--- config.mk ---
export PLATFORM = sky130hd
export DESIGN_NAME = gdrt_core
export DESIGN_NICKNAME = d
export VERILOG_FILES = /design/src/hw/gdrt_pkg.sv /design/src/hw/gdrt_sync.sv /design/src/hw/gdrt_core.sv
export SDC_FILE = /design/constraint.sdc
export NUM_CORES = 1
export LEC_CHECK = 0
export BUFFER_PORTS_ARGS = -buffer_cell sky130_fd_sc_hd__buf_2
export CORE_ASPECT_RATIO = 1.2
export CORE_MARGIN = 1
export CORE_UTILIZATION = 45
export CTS_CLUSTER_DIAMETER = 200
export CTS_CLUSTER_SIZE = 10
export DETAILED_ROUTE_END_ITERATION = 10
export PLACE_DENSITY_LB_ADDON = 0.12
export SYNTH_ARGS = -nofsm -noshare
export SYNTH_HDL_FRONTEND = slang
export SYNTH_SLANG_ARGS = --single-unit
--- constraint.sdc ---
create_clock -name ref_clk -period 5.17 [get_ports ref_clk]
set_clock_uncertainty 0.15 [all_clocks]
set_input_delay 0.2585 -clock ref_clk [delete_from_list [all_inputs] [get_ports ref_clk]]
set_output_delay 0.2585 -clock ref_clk [all_outputs]
set_load 0.01 [all_outputs]
--- src/hw/gdrt_pkg.sv ---
/*
 * Package for the gear-down and refresh command block: command field
 * layout, reset values and cycle counts.
 * Assumes a 250 MHz ref_clk; times are converted to cycles here.
 */
package gdrt_pkg;
    // ------------------------------------------------------------
    // Timing
    // ------------------------------------------------------------
    localparam int CLK_PERIOD_PS = 4000;
    localparam int REFRESH_CYCLE_TIME_NS = 350;
    localparam int REFRESH_CYCLE_CNT =
        (REFRESH_CYCLE_TIME_NS * 1000) / CLK_PERIOD_PS;
    localparam int CMD_GEAR_CNT = 8;
    localparam int DLL_LOCK_CNT = 1024;
    localparam int CNT_W = 12;
    localparam logic [CNT_W-1:0] CNT_ZERO = 12'h000;
    localparam logic [CNT_W-1:0] CNT_ONE = 12'h001;
    localparam logic [15:0] ROW_RESET = 16'h0000;
    localparam logic [15:0] ROW_ONE = 16'h0001;
    localparam int GEAR_BIT_POS = 3;

    // ------------------------------------------------------------
    // Command bus bundle, as sampled at a link clock rising edge
    // ------------------------------------------------------------
    typedef struct packed {
        logic chip_select_n;
        logic activate_n;
        logic row_strobe_a16;
        logic column_strobe_a15;
        logic write_enable_a14;
        logic mode_reg_sel;   // Write targets mode_reg_three
        logic [13:0] addr;
    } gdrt_cmd_t;

    // Gear state
    typedef enum logic [4:0] {
        GS_HALF = 5'b00001,
        GS_SYNC = 5'b00010,
        GS_CMDG = 5'b00100,
        GS_DLLW = 5'b01000,
        GS_QUAR = 5'b10000
    } gdrt_gear_t;

    // Status bundle
    typedef struct packed {
        logic quarter_rate;
        logic cmd_ok;
        logic dll_cmd_ok;
        logic refresh_busy;
        logic banks_idle;
    } gdrt_stat_t;
endpackage

--- src/hw/gdrt_sync.sv ---
/*
 * Two-flop synchroniser with rising-edge pulse on the synced level.
 * Assumes the input is asynchronous to clk.
 */
`timescale 1ns/1ps
module gdrt_sync
(
    input wire logic clk, // Sampling clock
    input wire logic rst, // Sync reset
    input wire logic ce, // Clock enable
    input wire logic din, // Async level
    output logic dout, // Synced level
    output logic rise // One-cycle rising pulse
);
    logic s1_r;
    logic s2_r;
    logic s3_r;

    // Only s2 and s3 feed the edge detector
    always_ff @(posedge clk)
    begin
        if (rst)
        begin
            s1_r <= 1'b0;
            s2_r <= 1'b0;
            s3_r <= 1'b0;
        end
        else if (ce)
        begin
            s1_r <= din;
            s2_r <= s1_r;
            s3_r <= s2_r;
        end
    end

    assign dout = s2_r;
    assign rise = ce & s2_r & ~s3_r;
endmodule

--- src/hw/gdrt_core.sv ---
/*
 * Device-side gear-down mode and refresh command logic.
 * Assumes the link clock and command pins come from the controller and
 * are asynchronous; all are synchronised before use.
 */
`timescale 1ns/1ps
module gdrt_core
    import gdrt_pkg::*;
(
    input wire logic ref_clk, // Block clock, 250 MHz
    input wire logic rst, // Synchronous reset, active high
    input wire logic clk_en, // Freezes all state when low
    input wire logic link_clk, // Controller command clock pin
    input wire gdrt_cmd_t cmd_pins, // Command bus pins
    input wire logic self_refresh_active, // Device in self refresh
    input wire logic exit_delay_done, // Exit delay per mode_reg_four
    output gdrt_stat_t status, // Gear and refresh status
    output logic [15:0] refresh_row, // Internal refresh row counter
    output logic refresh_pulse // One pulse per decoded refresh
);
    // ------------------------------------------------------------
    // Input synchronisers
    // ------------------------------------------------------------
    logic lclk_rise;
    logic sr_lvl;
    logic xd_lvl;
    gdrt_cmd_t cmd_s1_r;
    gdrt_cmd_t cmd_s2_r;

    gdrt_sync u_lclk
    (
        .clk(ref_clk),
        .rst(rst),
        .ce(clk_en),
        .din(link_clk),
        .dout(),
        .rise(lclk_rise)
    );

    gdrt_sync u_sr
    (
        .clk(ref_clk),
        .rst(rst),
        .ce(clk_en),
        .din(self_refresh_active),
        .dout(sr_lvl),
        .rise()
    );

    gdrt_sync u_xd
    (
        .clk(ref_clk),
        .rst(rst),
        .ce(clk_en),
        .din(exit_delay_done),
        .dout(xd_lvl),
        .rise()
    );

    // Command pins pass two flops; the edge pulse lines up with stage two
    always_ff @(posedge ref_clk)
    begin
        if (rst)
        begin
            cmd_s1_r <= '1;
            cmd_s2_r <= '1;
        end
        else if (clk_en)
        begin
            cmd_s1_r <= cmd_pins;
            cmd_s2_r <= cmd_s1_r;
        end
    end

    // ------------------------------------------------------------
    // State
    // ------------------------------------------------------------
    typedef struct packed {
        gdrt_gear_t gear;
        logic [CNT_W-1:0] gear_cnt;
        logic [CNT_W-1:0] dll_cnt;
        logic [CNT_W-1:0] rfc_cnt;
        logic [15:0] row;
        logic ref_p;
        logic sr_seen;
    } gdrt_state_t;

    gdrt_state_t st_r;
    gdrt_state_t st_nxt;

    function automatic logic [CNT_W-1:0] dec_sat(input logic [CNT_W-1:0] v);
        dec_sat = (v == CNT_ZERO) ? CNT_ZERO : v - CNT_ONE;
    endfunction

    // Command decode, sampled on a link rising edge
    logic cmd_edge;
    logic is_ref;
    logic is_gear_wr;
    logic is_sync;
    assign cmd_edge = lclk_rise;
    assign is_ref = cmd_edge & ~cmd_s2_r.chip_select_n &
        cmd_s2_r.activate_n & ~cmd_s2_r.row_strobe_a16 &
        ~cmd_s2_r.column_strobe_a15 & cmd_s2_r.write_enable_a14;
    // Mode write: all strobes low, activate high
    assign is_gear_wr = cmd_edge & ~cmd_s2_r.chip_select_n &
        cmd_s2_r.activate_n & ~cmd_s2_r.row_strobe_a16 &
        ~cmd_s2_r.column_strobe_a15 & ~cmd_s2_r.write_enable_a14 &
        cmd_s2_r.mode_reg_sel & cmd_s2_r.addr[GEAR_BIT_POS];
    // Sync pulse: single-cycle select with no-op encoding
    assign is_sync = cmd_edge & ~cmd_s2_r.chip_select_n &
        cmd_s2_r.activate_n & cmd_s2_r.row_strobe_a16 &
        cmd_s2_r.column_strobe_a15 & cmd_s2_r.write_enable_a14;

    // ------------------------------------------------------------
    // Next-state logic
    // ------------------------------------------------------------
    always_comb
    begin
        st_nxt = st_r;
        st_nxt.ref_p = 1'b0;
        st_nxt.rfc_cnt = dec_sat(st_r.rfc_cnt);
        st_nxt.gear_cnt = dec_sat(st_r.gear_cnt);
        st_nxt.dll_cnt = dec_sat(st_r.dll_cnt);
        if (sr_lvl)
            st_nxt.sr_seen = 1'b1;
        // Every refresh is taken; the debt is kept outside
        if (is_ref)
        begin
            st_nxt.row = st_r.row + ROW_ONE;
            st_nxt.ref_p = 1'b1;
            st_nxt.rfc_cnt = CNT_W'(REFRESH_CYCLE_CNT);
        end
        case (st_r.gear)
            GS_HALF:
            begin
                // Entry only at init or after SR exit delay
                // Exit gate, normal or abort delay
                if (is_gear_wr && !sr_lvl &&
                    (!st_r.sr_seen || xd_lvl))
                begin
                    st_nxt.gear = GS_SYNC;
                end
            end
            GS_SYNC:
            begin
                // Sync pulse arms command gear delay
                if (is_sync)
                begin
                    st_nxt.gear = GS_CMDG;
                    st_nxt.gear_cnt = CNT_W'(CMD_GEAR_CNT);
                    st_nxt.dll_cnt = CNT_W'(DLL_LOCK_CNT);
                end
            end
            GS_CMDG:
            begin
                if (st_r.gear_cnt == CNT_ZERO)
                    st_nxt.gear = GS_DLLW;
            end
            GS_DLLW:
            begin
                // DLL commands wait for lock time
                if (st_r.dll_cnt == CNT_ZERO)
                    st_nxt.gear = GS_QUAR;
            end
            GS_QUAR:
            begin
            end
            default:
                st_nxt.gear = GS_HALF;
        endcase
        if (sr_lvl)
            st_nxt.gear = GS_HALF;
    end

    always_ff @(posedge ref_clk)
    begin
        if (rst)
        begin
            st_r.gear <= GS_HALF;
            st_r.gear_cnt <= CNT_ZERO;
            st_r.dll_cnt <= CNT_ZERO;
            st_r.rfc_cnt <= CNT_ZERO;
            st_r.row <= ROW_RESET;
            st_r.ref_p <= 1'b0;
            st_r.sr_seen <= 1'b0;
        end
        else if (clk_en)
            st_r <= st_nxt;
    end

    // ------------------------------------------------------------
    // Outputs
    // ------------------------------------------------------------
    // Status decodes the registered gear state and refresh count; quarter rate only
    // once the command gear delay has run out
    always_comb
    begin
        status.quarter_rate = (st_r.gear == GS_DLLW) ||
            (st_r.gear == GS_QUAR);
        status.cmd_ok = (st_r.gear == GS_HALF) ||
            (st_r.gear == GS_DLLW) || (st_r.gear == GS_QUAR);
        status.dll_cmd_ok = (st_r.gear == GS_HALF) ||
            (st_r.gear == GS_QUAR);
        status.refresh_busy = (st_r.rfc_cnt != CNT_ZERO);
        status.banks_idle = (st_r.rfc_cnt == CNT_ZERO);
    end

    assign refresh_row = st_r.row;
    assign refresh_pulse = st_r.ref_p;
endmodule

==> impl_metrics.csv, run 1 <==
group,metric,value,unit
synth,ys_warn_count,0,
die,rows,36,
synth,yosys.cell_types.count,58,
clock_network,cts_tree,"yes",
power,vdd_ir_drop_max,171,uV
sta,tightest_slew,846,ps
layout,layout_common_cells,"dfxtp_1, nor2_1, nand2_1",
worst_hold_path,min_path_type,"input pin to flip-flop",
critical_path,critPathLaunchType,"flip-flop",
clock_network,cts_sinks,80,
critical_path,cp.required,4760,ps
layout,layout-drive-gt1-share,13.9,%
global_route,grtUsageMet2,31.4,%
die,coreArea,8200,sq um
synth,seq_area_frac_synth,41.8,%
synth,syn_avg_cell_area,8.78,sq um
synth,ys_ff_latch,80,
critical_path,cp_slowest_cell,"or4b_2",
drt,drt-pass1-iter-count,5,
synth,ys.flop_type,"dfxtp_1",
layout,fin_nets,488,
worst_hold_path,hold_depth,2,
place,gp_congestion,0.781,
synth,synthArstFlopShare,0,%
clock_network,cts_buffers,9,
die,start_util,46.7,%
critical_path,cp_num_buf_inv,3,
sta,slew_headroom,43.2,%
critical_path,crit_chain,"inv_1, ha_1, or4b_2, nor4_4, inv_2, buf_2",
drt,drt.antenna.violating_nets,0,
sta,slew_viol_final,0,
synth,syn_inst,436,
sta,max_freq,391,MHz
layout,final_common_cell,"dfxtp_1",
critical_path,slowest_delay,630,ps
drt,totalWireLength,7560,microns
global_route,gr-usage-all-layers,18.4,%
synth,synth-edff-count,0,
sta,hold_viol,0,
power,power.density,485,nW/um^2
clock_network,clockBufferDepth,2,
layout,syn_to_final_growth,10.7,%
die,dieArea,8880,sq um
power,leakage,1.68,nW
drt,drcViolationCount,0,
drt,drtIter0Drc,62,
clock_network,cts_resized,0,
critical_path,crit_path_max_fanout,7,
global_route,grt_max_degree,40,
critical_path,cp-end-kind,"output port",
global_route,grt_remaining_overflow,0,
global_route,antenna_found_initial,0,
critical_path,timing_worst_setup_path_type,"flip-flop to output port",
status,status,"completed",
die,die_w,86.2,microns
critical_path,reg2reg_depth,5,
critical_path,cp_num_cells,6,
layout,num_antenna_cells,0,
sta,finalCriticalPeriod,2560,ps
clock_network,path_clk_slew,80,ps
die,die_h,103,microns
die,ios,48,
global_route,gr-usage-met1,22.4,%
drt,routed_via_density,5.20,
power,power.total,2.05,mW
place,place_hpwl,5020,microns
synth,syn_area,3830,sq um
sta,finalCritPeriodShare,49.5,%
clock_network,h-tree-depth,3,
place,portBuffers,34,
clock_network,clk_latency,350,ps
clock_network,cts-root-buf,"clkbuf_8",
sta,setup_viol,0,
global_route,first_global_vias,2816,
critical_path,crit_arrival,2150,ps
synth,syn_nets,468,
global_route,grt_pass1_wl,12800,microns
critical_path,cp_top_family,"simple AND/OR/NAND/NOR gates",
global_route,top_usage_layer,"met2",
sta,tns,0,ps
global_route,grtUsageMet3,3.60,%
sta,rsz0062_at_grt,"false",
drt,wl_per_cell,13.1,microns
drt,vias,2989,
job,maxCapViolations,0,
## per-layer routing
metal / part of all wire (%) / vias to the layer above
met5: 0 / -
met4: 1.7 / 0
met3: 2.4 / 10
met2: 48 / 32
met1: 48 / 1407
li1: - / 1540
## path summary, 6_finish.rpt
kind	from	slack, ps	to
min	rst	310	u_xd.dout$_SDFFE_PP0P_
max reg2reg	st_r[46]$_SDFFE_PP0P_	2680	st_r[58]$_SDFFE_PP0P_
max	st_r[18]$_SDFFE_PP0P_	2610	status[1]
min reg2reg	cmd_s1_r[17]$_SDFFE_PP1P_	330	cmd_s1_r[17]$_SDFFE_PP1P_
## power by group
part,internal (mW),total (mW),switching [mW]
clock network,0.214,0.437,0.223
registers,0.746,0.880,0.134
logic,0.344,0.737,0.393
## state kept, by name, indices dropped and copies added (netlist names)
register,flops
u_lclk.dout,1
u_xd.s1_r,1
refresh_pulse,1
u_lclk.s3_r,1
cmd_s1_r,7
cmd_s2_r,7
refresh_row,16
u_sr.s1_r,1
u_lclk.s1_r,1
u_xd.dout,1
u_sr.dout,1
st_r,42
## kinds of logic after synthesis
group           count (synthesis)  share of synthesized area [%]
mux                            25                           6.60
flops                          80                           41.8
xor+xnor                       33                           7.55
simple gates                  186                           26.1
fa+ha+maj                       6                           1.96
compound gates                 58                           9.58
buf+inv                        48                           6.34
## Yosys cell counts (7+ instances only)
library cell,number,area (sq um)
nor3_1,20,100
mux2i_1,23,230
xor2_1,18,158
nor2_1,52,195
nand4_1,7,43.8
nand2_1,37,139
or3_1,9,56.3
inv_1,11,41.3
clkbuf_1,14,52.6
dfxtp_1,80,1600
xnor2_1,15,131
nand3_1,10,50.1
buf_4,16,120
a21oi_1,26,130
o21ai_0,13,65.1
## metrics by stage
step           std cells  area (sq um)  setup WS [ps]  hold slack [ps]  util [%]
6_report             575          4240           2610              315      51.7
5_1_grt              575          4240           2470              347      51.7
4_1_cts              575          4240           2580              305      51.7
3_5_place_dp         549          3950           2410              312      48.2
3_3_place_gp         549          3950           2420              304      48.2
2_1_floorplan        436          3830           2990              237         -
## area by class of cell
type | count | area (sq um)
Fill cell | 798 | 3960
Sequential cell | 80 | 1600
Clock inverter | 2 | 12.5
Inverter | 12 | 45.0
Clock buffer | 14 | 173
Tap cell | 114 | 143
Multi-Input combinational cell | 308 | 1980
Timing Repair Buffer | 45 | 278
## repair_timing
item,in CTS,in global routing
hold buffers,10,0
hold endpoints to repair,10,0
setup endpoints to repair,0,0
buffers inserted,0,0
Power figures use the tool's default switching activity.
==> run 2: changes to the inputs <==
ABC_AREA = 1   (was unset)
clock period = 2.6 ns   (was 5.17 ns; I/O delays follow)
==> run 2 against run 1 <==
Effect of this change: sequential power rose by 98%; global-route usage increased by 0.37 points; critical path depth rose by 1; critical path type unchanged; largest cell class unchanged; largest power group is now combinational cells; highest routed layer unchanged.
==> impl_metrics.csv, run 2 <==
group,metric,value,unit
power,power.total,4.64,mW
global_route,antenna_found_initial,0,
layout,syn_to_final_growth,10.3,%
critical_path,cp_slowest_cell,"dfxtp_1",
critical_path,critPathLaunchType,"flip-flop",
synth,yosys.cell_types.count,35,
critical_path,slowest_delay,350,ps
die,start_util,46.7,%
drt,wl_per_cell,11.2,microns
layout,instances_no_fill,721,
place,placedCellCount,695,
worst_hold_path,hold_end,"cmd_s2_r[16]$_SDFFE_PP1P_",
synth,syn_avg_cell_area,7.06,sq um
clock_network,cts_tree,"yes",
power,power.density,1040,nW/um^2
die,dieArea,9360,sq um
global_route,grt_pass1_wl,14000,microns
status,status,"completed",
drt,routed_via_density,4.94,
synth,synth_most_common_cell,"nand2_1",
critical_path,cp_top_family,"simple AND/OR/NAND/NOR gates",
place,placed_cell_area,4180,sq um
layout,fin_util,51.5,%
worst_hold_path,hold_start,"clk_en",
layout,num_antenna_cells,0,
job,maxCapViolations,0,
drt,drt-pass1-iter-count,4,
synth,ys_ff_latch,80,
place,place_hpwl,5760,microns
layout,layout-drive-gt1-share,13.6,%
drt,route.met2.wl,3870,microns
critical_path,crit_arrival,1670,ps
drt,totalWireLength,8090,microns
sta,slew_headroom,67.3,%
critical_path,rr_endpoint,"refresh_row[15]$_SDFFE_PP0P_",
sta,finalCriticalPeriod,1950,ps
layout,fin_area,4460,sq um
layout,top_register,"st_r",
critical_path,rrSetupSlack,760,ps
layout,largest_register_ff_count,42,
clock_network,cts_buffers,9,
synth,ys_warn_count,0,
synth,synthArstFlopShare,0,%
critical_path,reg2reg_depth,9,
die,coreArea,8660,sq um
synth,synth_common_cells,"nand2_1, nor2_1, dfxtp_1",
global_route,first_global_vias,3321,
critical_path,cp-end-kind,"output port",
sta,tns,0,ps
synth,ys.flop_type,"dfxtp_1",
synth,synthTopCellsByArea,"dfxtp_1, nand2_1, nor2_1",
synth,syn_area,4040,sq um
worst_hold_path,min_path_type,"input pin to flip-flop",
die,die_w,88.5,microns
clock_network,cts_hold_buffers,10,
sta,finalCritPeriodShare,75.2,%
clock_network,cts-root-buf,"clkbuf_8",
layout,layout_common_cells,"nand2_1, nor2_1, dfxtp_1",
critical_path,crit_path_max_fanout,4,
global_route,grt_max_degree,27,
drt,drtIter0Drc,139,
drt,top_layer,"met4",
critical_path,cp_num_buf_inv,3,
synth,synth-edff-count,0,
place,portBuffers,34,
sta,setup_viol,0,
critical_path,cp.required,2320,ps
clock_network,cts_sinks,80,
synth,synth.top_cell.area_share,39.6,%
layout,n_fill_cell,898,
critical_path,r2r-start,"cmd_s2_r[18]$_SDFFE_PP1P_",
synth,seq_area_frac_synth,39.6,%
drt,drt.antenna.violating_nets,0,
synth,syn_inst,572,
layout,final_common_cell,"nand2_1",
drt,wl_met1,3870,microns
layout,fin_nets,631,
drt,dr_wl_met3,227,microns
synth,syn_nets,604,
sta,rsz0062_at_grt,"false",
die,die_h,106,microns
clock_network,clockBufferDepth,2,
place,gp_congestion,0.860,
die,rows,37,
critical_path,timing_worst_setup_path_type,"flip-flop to output port",
sta,slew_viol_final,0,
sta,max_freq,512,MHz
clock_network,cts_resized,0,
sta,hold_viol,0,
power,leakage,2.00,nW
clock_network,clk_latency,360,ps
power,vdd_ir_drop_max,340,uV
critical_path,crit_chain,"inv_1, ha_1, inv_1, nor2_1, nand3_1, nor2_1, buf_2",
drt,drcViolationCount,0,
die,ios,48,
clock_network,path_clk_slew,90,ps
drt,vias,3562,
clock_network,postCtsSetupBuffers,0,
clock_network,h-tree-depth,3,
sta,tightest_slew,490,ps
worst_hold_path,hold_depth,3,
synth,yosysTopAreaCell,"dfxtp_1",
global_route,gr-usage-all-layers,18.7,%
global_route,grt_remaining_overflow,0,
==> run 2: kinds of logic after synthesis <==
family                   after synthesis  synth area share, %
buffers and inverters                 89                 10.5
adder cells (fa/ha/maj)                6                 1.86
AND/OR/NAND/NOR                      303                 33.4
AO/OA/AOI/OAI                         71                 9.57
flip-flops                            80                 39.6
XOR/XNOR                              23                 4.99
==> run 2: worst max-delay path by stage <==
stage | start | endpoint | slack, ps | cells after the start
2_1_floorplan | st_r[18]$_SDFFE_PP0P_ | st_r[27]$_SDFFE_PP0P_ | 1030 | 7
3_3_place_gp | clk_en | refresh_row[15]$_SDFFE_PP0P_ | 640 | 10
3_5_place_dp | clk_en | refresh_row[15]$_SDFFE_PP0P_ | 580 | 10
4_1_cts | st_r[18]$_SDFFE_PP0P_ | status[0] | 630 | 7
5_1_grt | st_r[18]$_SDFFE_PP0P_ | status[0] | 510 | 7
6_report | st_r[18]$_SDFFE_PP0P_ | status[0] | 650 | 7
==> run 2: report_power, final <==
part           leakage, nW  switching (mW)  internal, mW  total (mW)
combinational         1.25            1.24         0.810        2.05
clock               0.0908           0.499         0.357       0.857
sequential           0.656           0.232          1.50        1.74
==> run 2: final cells by class <==
cell class / count / area [sq um] / share of cell area, %
tap: 117 / 146 / 3.29
inverter: 56 / 210 / 4.72
multi-input combinational: 403 / 2010 / 45.2
clock buffer: 9 / 124 / 2.78
clock inverter: 7 / 52.6 / 1.18
timing repair buffer: 49 / 308 / 6.91
sequential: 80 / 1600 / 35.9
==> run 2: routing by layer <==
| layer | global-route usage [%] | vias up |
|---|---|---|
| li1 | - | 1869 |
| met1 | 22.6 | 1642 |
| met2 | 32.3 | 40 |
| met3 | 3.99 | 11 |
| met4 | 6.57 | 0 |
| met5 | 0 | - |
==> run 2: worst reg2reg max path: cells and delay by family, from the launching register on <==
kind / cells / cell delay, ps
buffers and inverters: 1 / 40
DFF: 1 / 320
and+or+nand+nor: 7 / 1060
AOI/OAI and AO/OA: 1 / 170
==> run 2: through the flow <==
step,setup WS [ps],hold slack (ps)
4_1_cts,631,32.4
6_report,645,43.1
5_1_grt,515,77.0
3_3_place_gp,645,191
2_1_floorplan,1030,106
3_5_place_dp,584,200
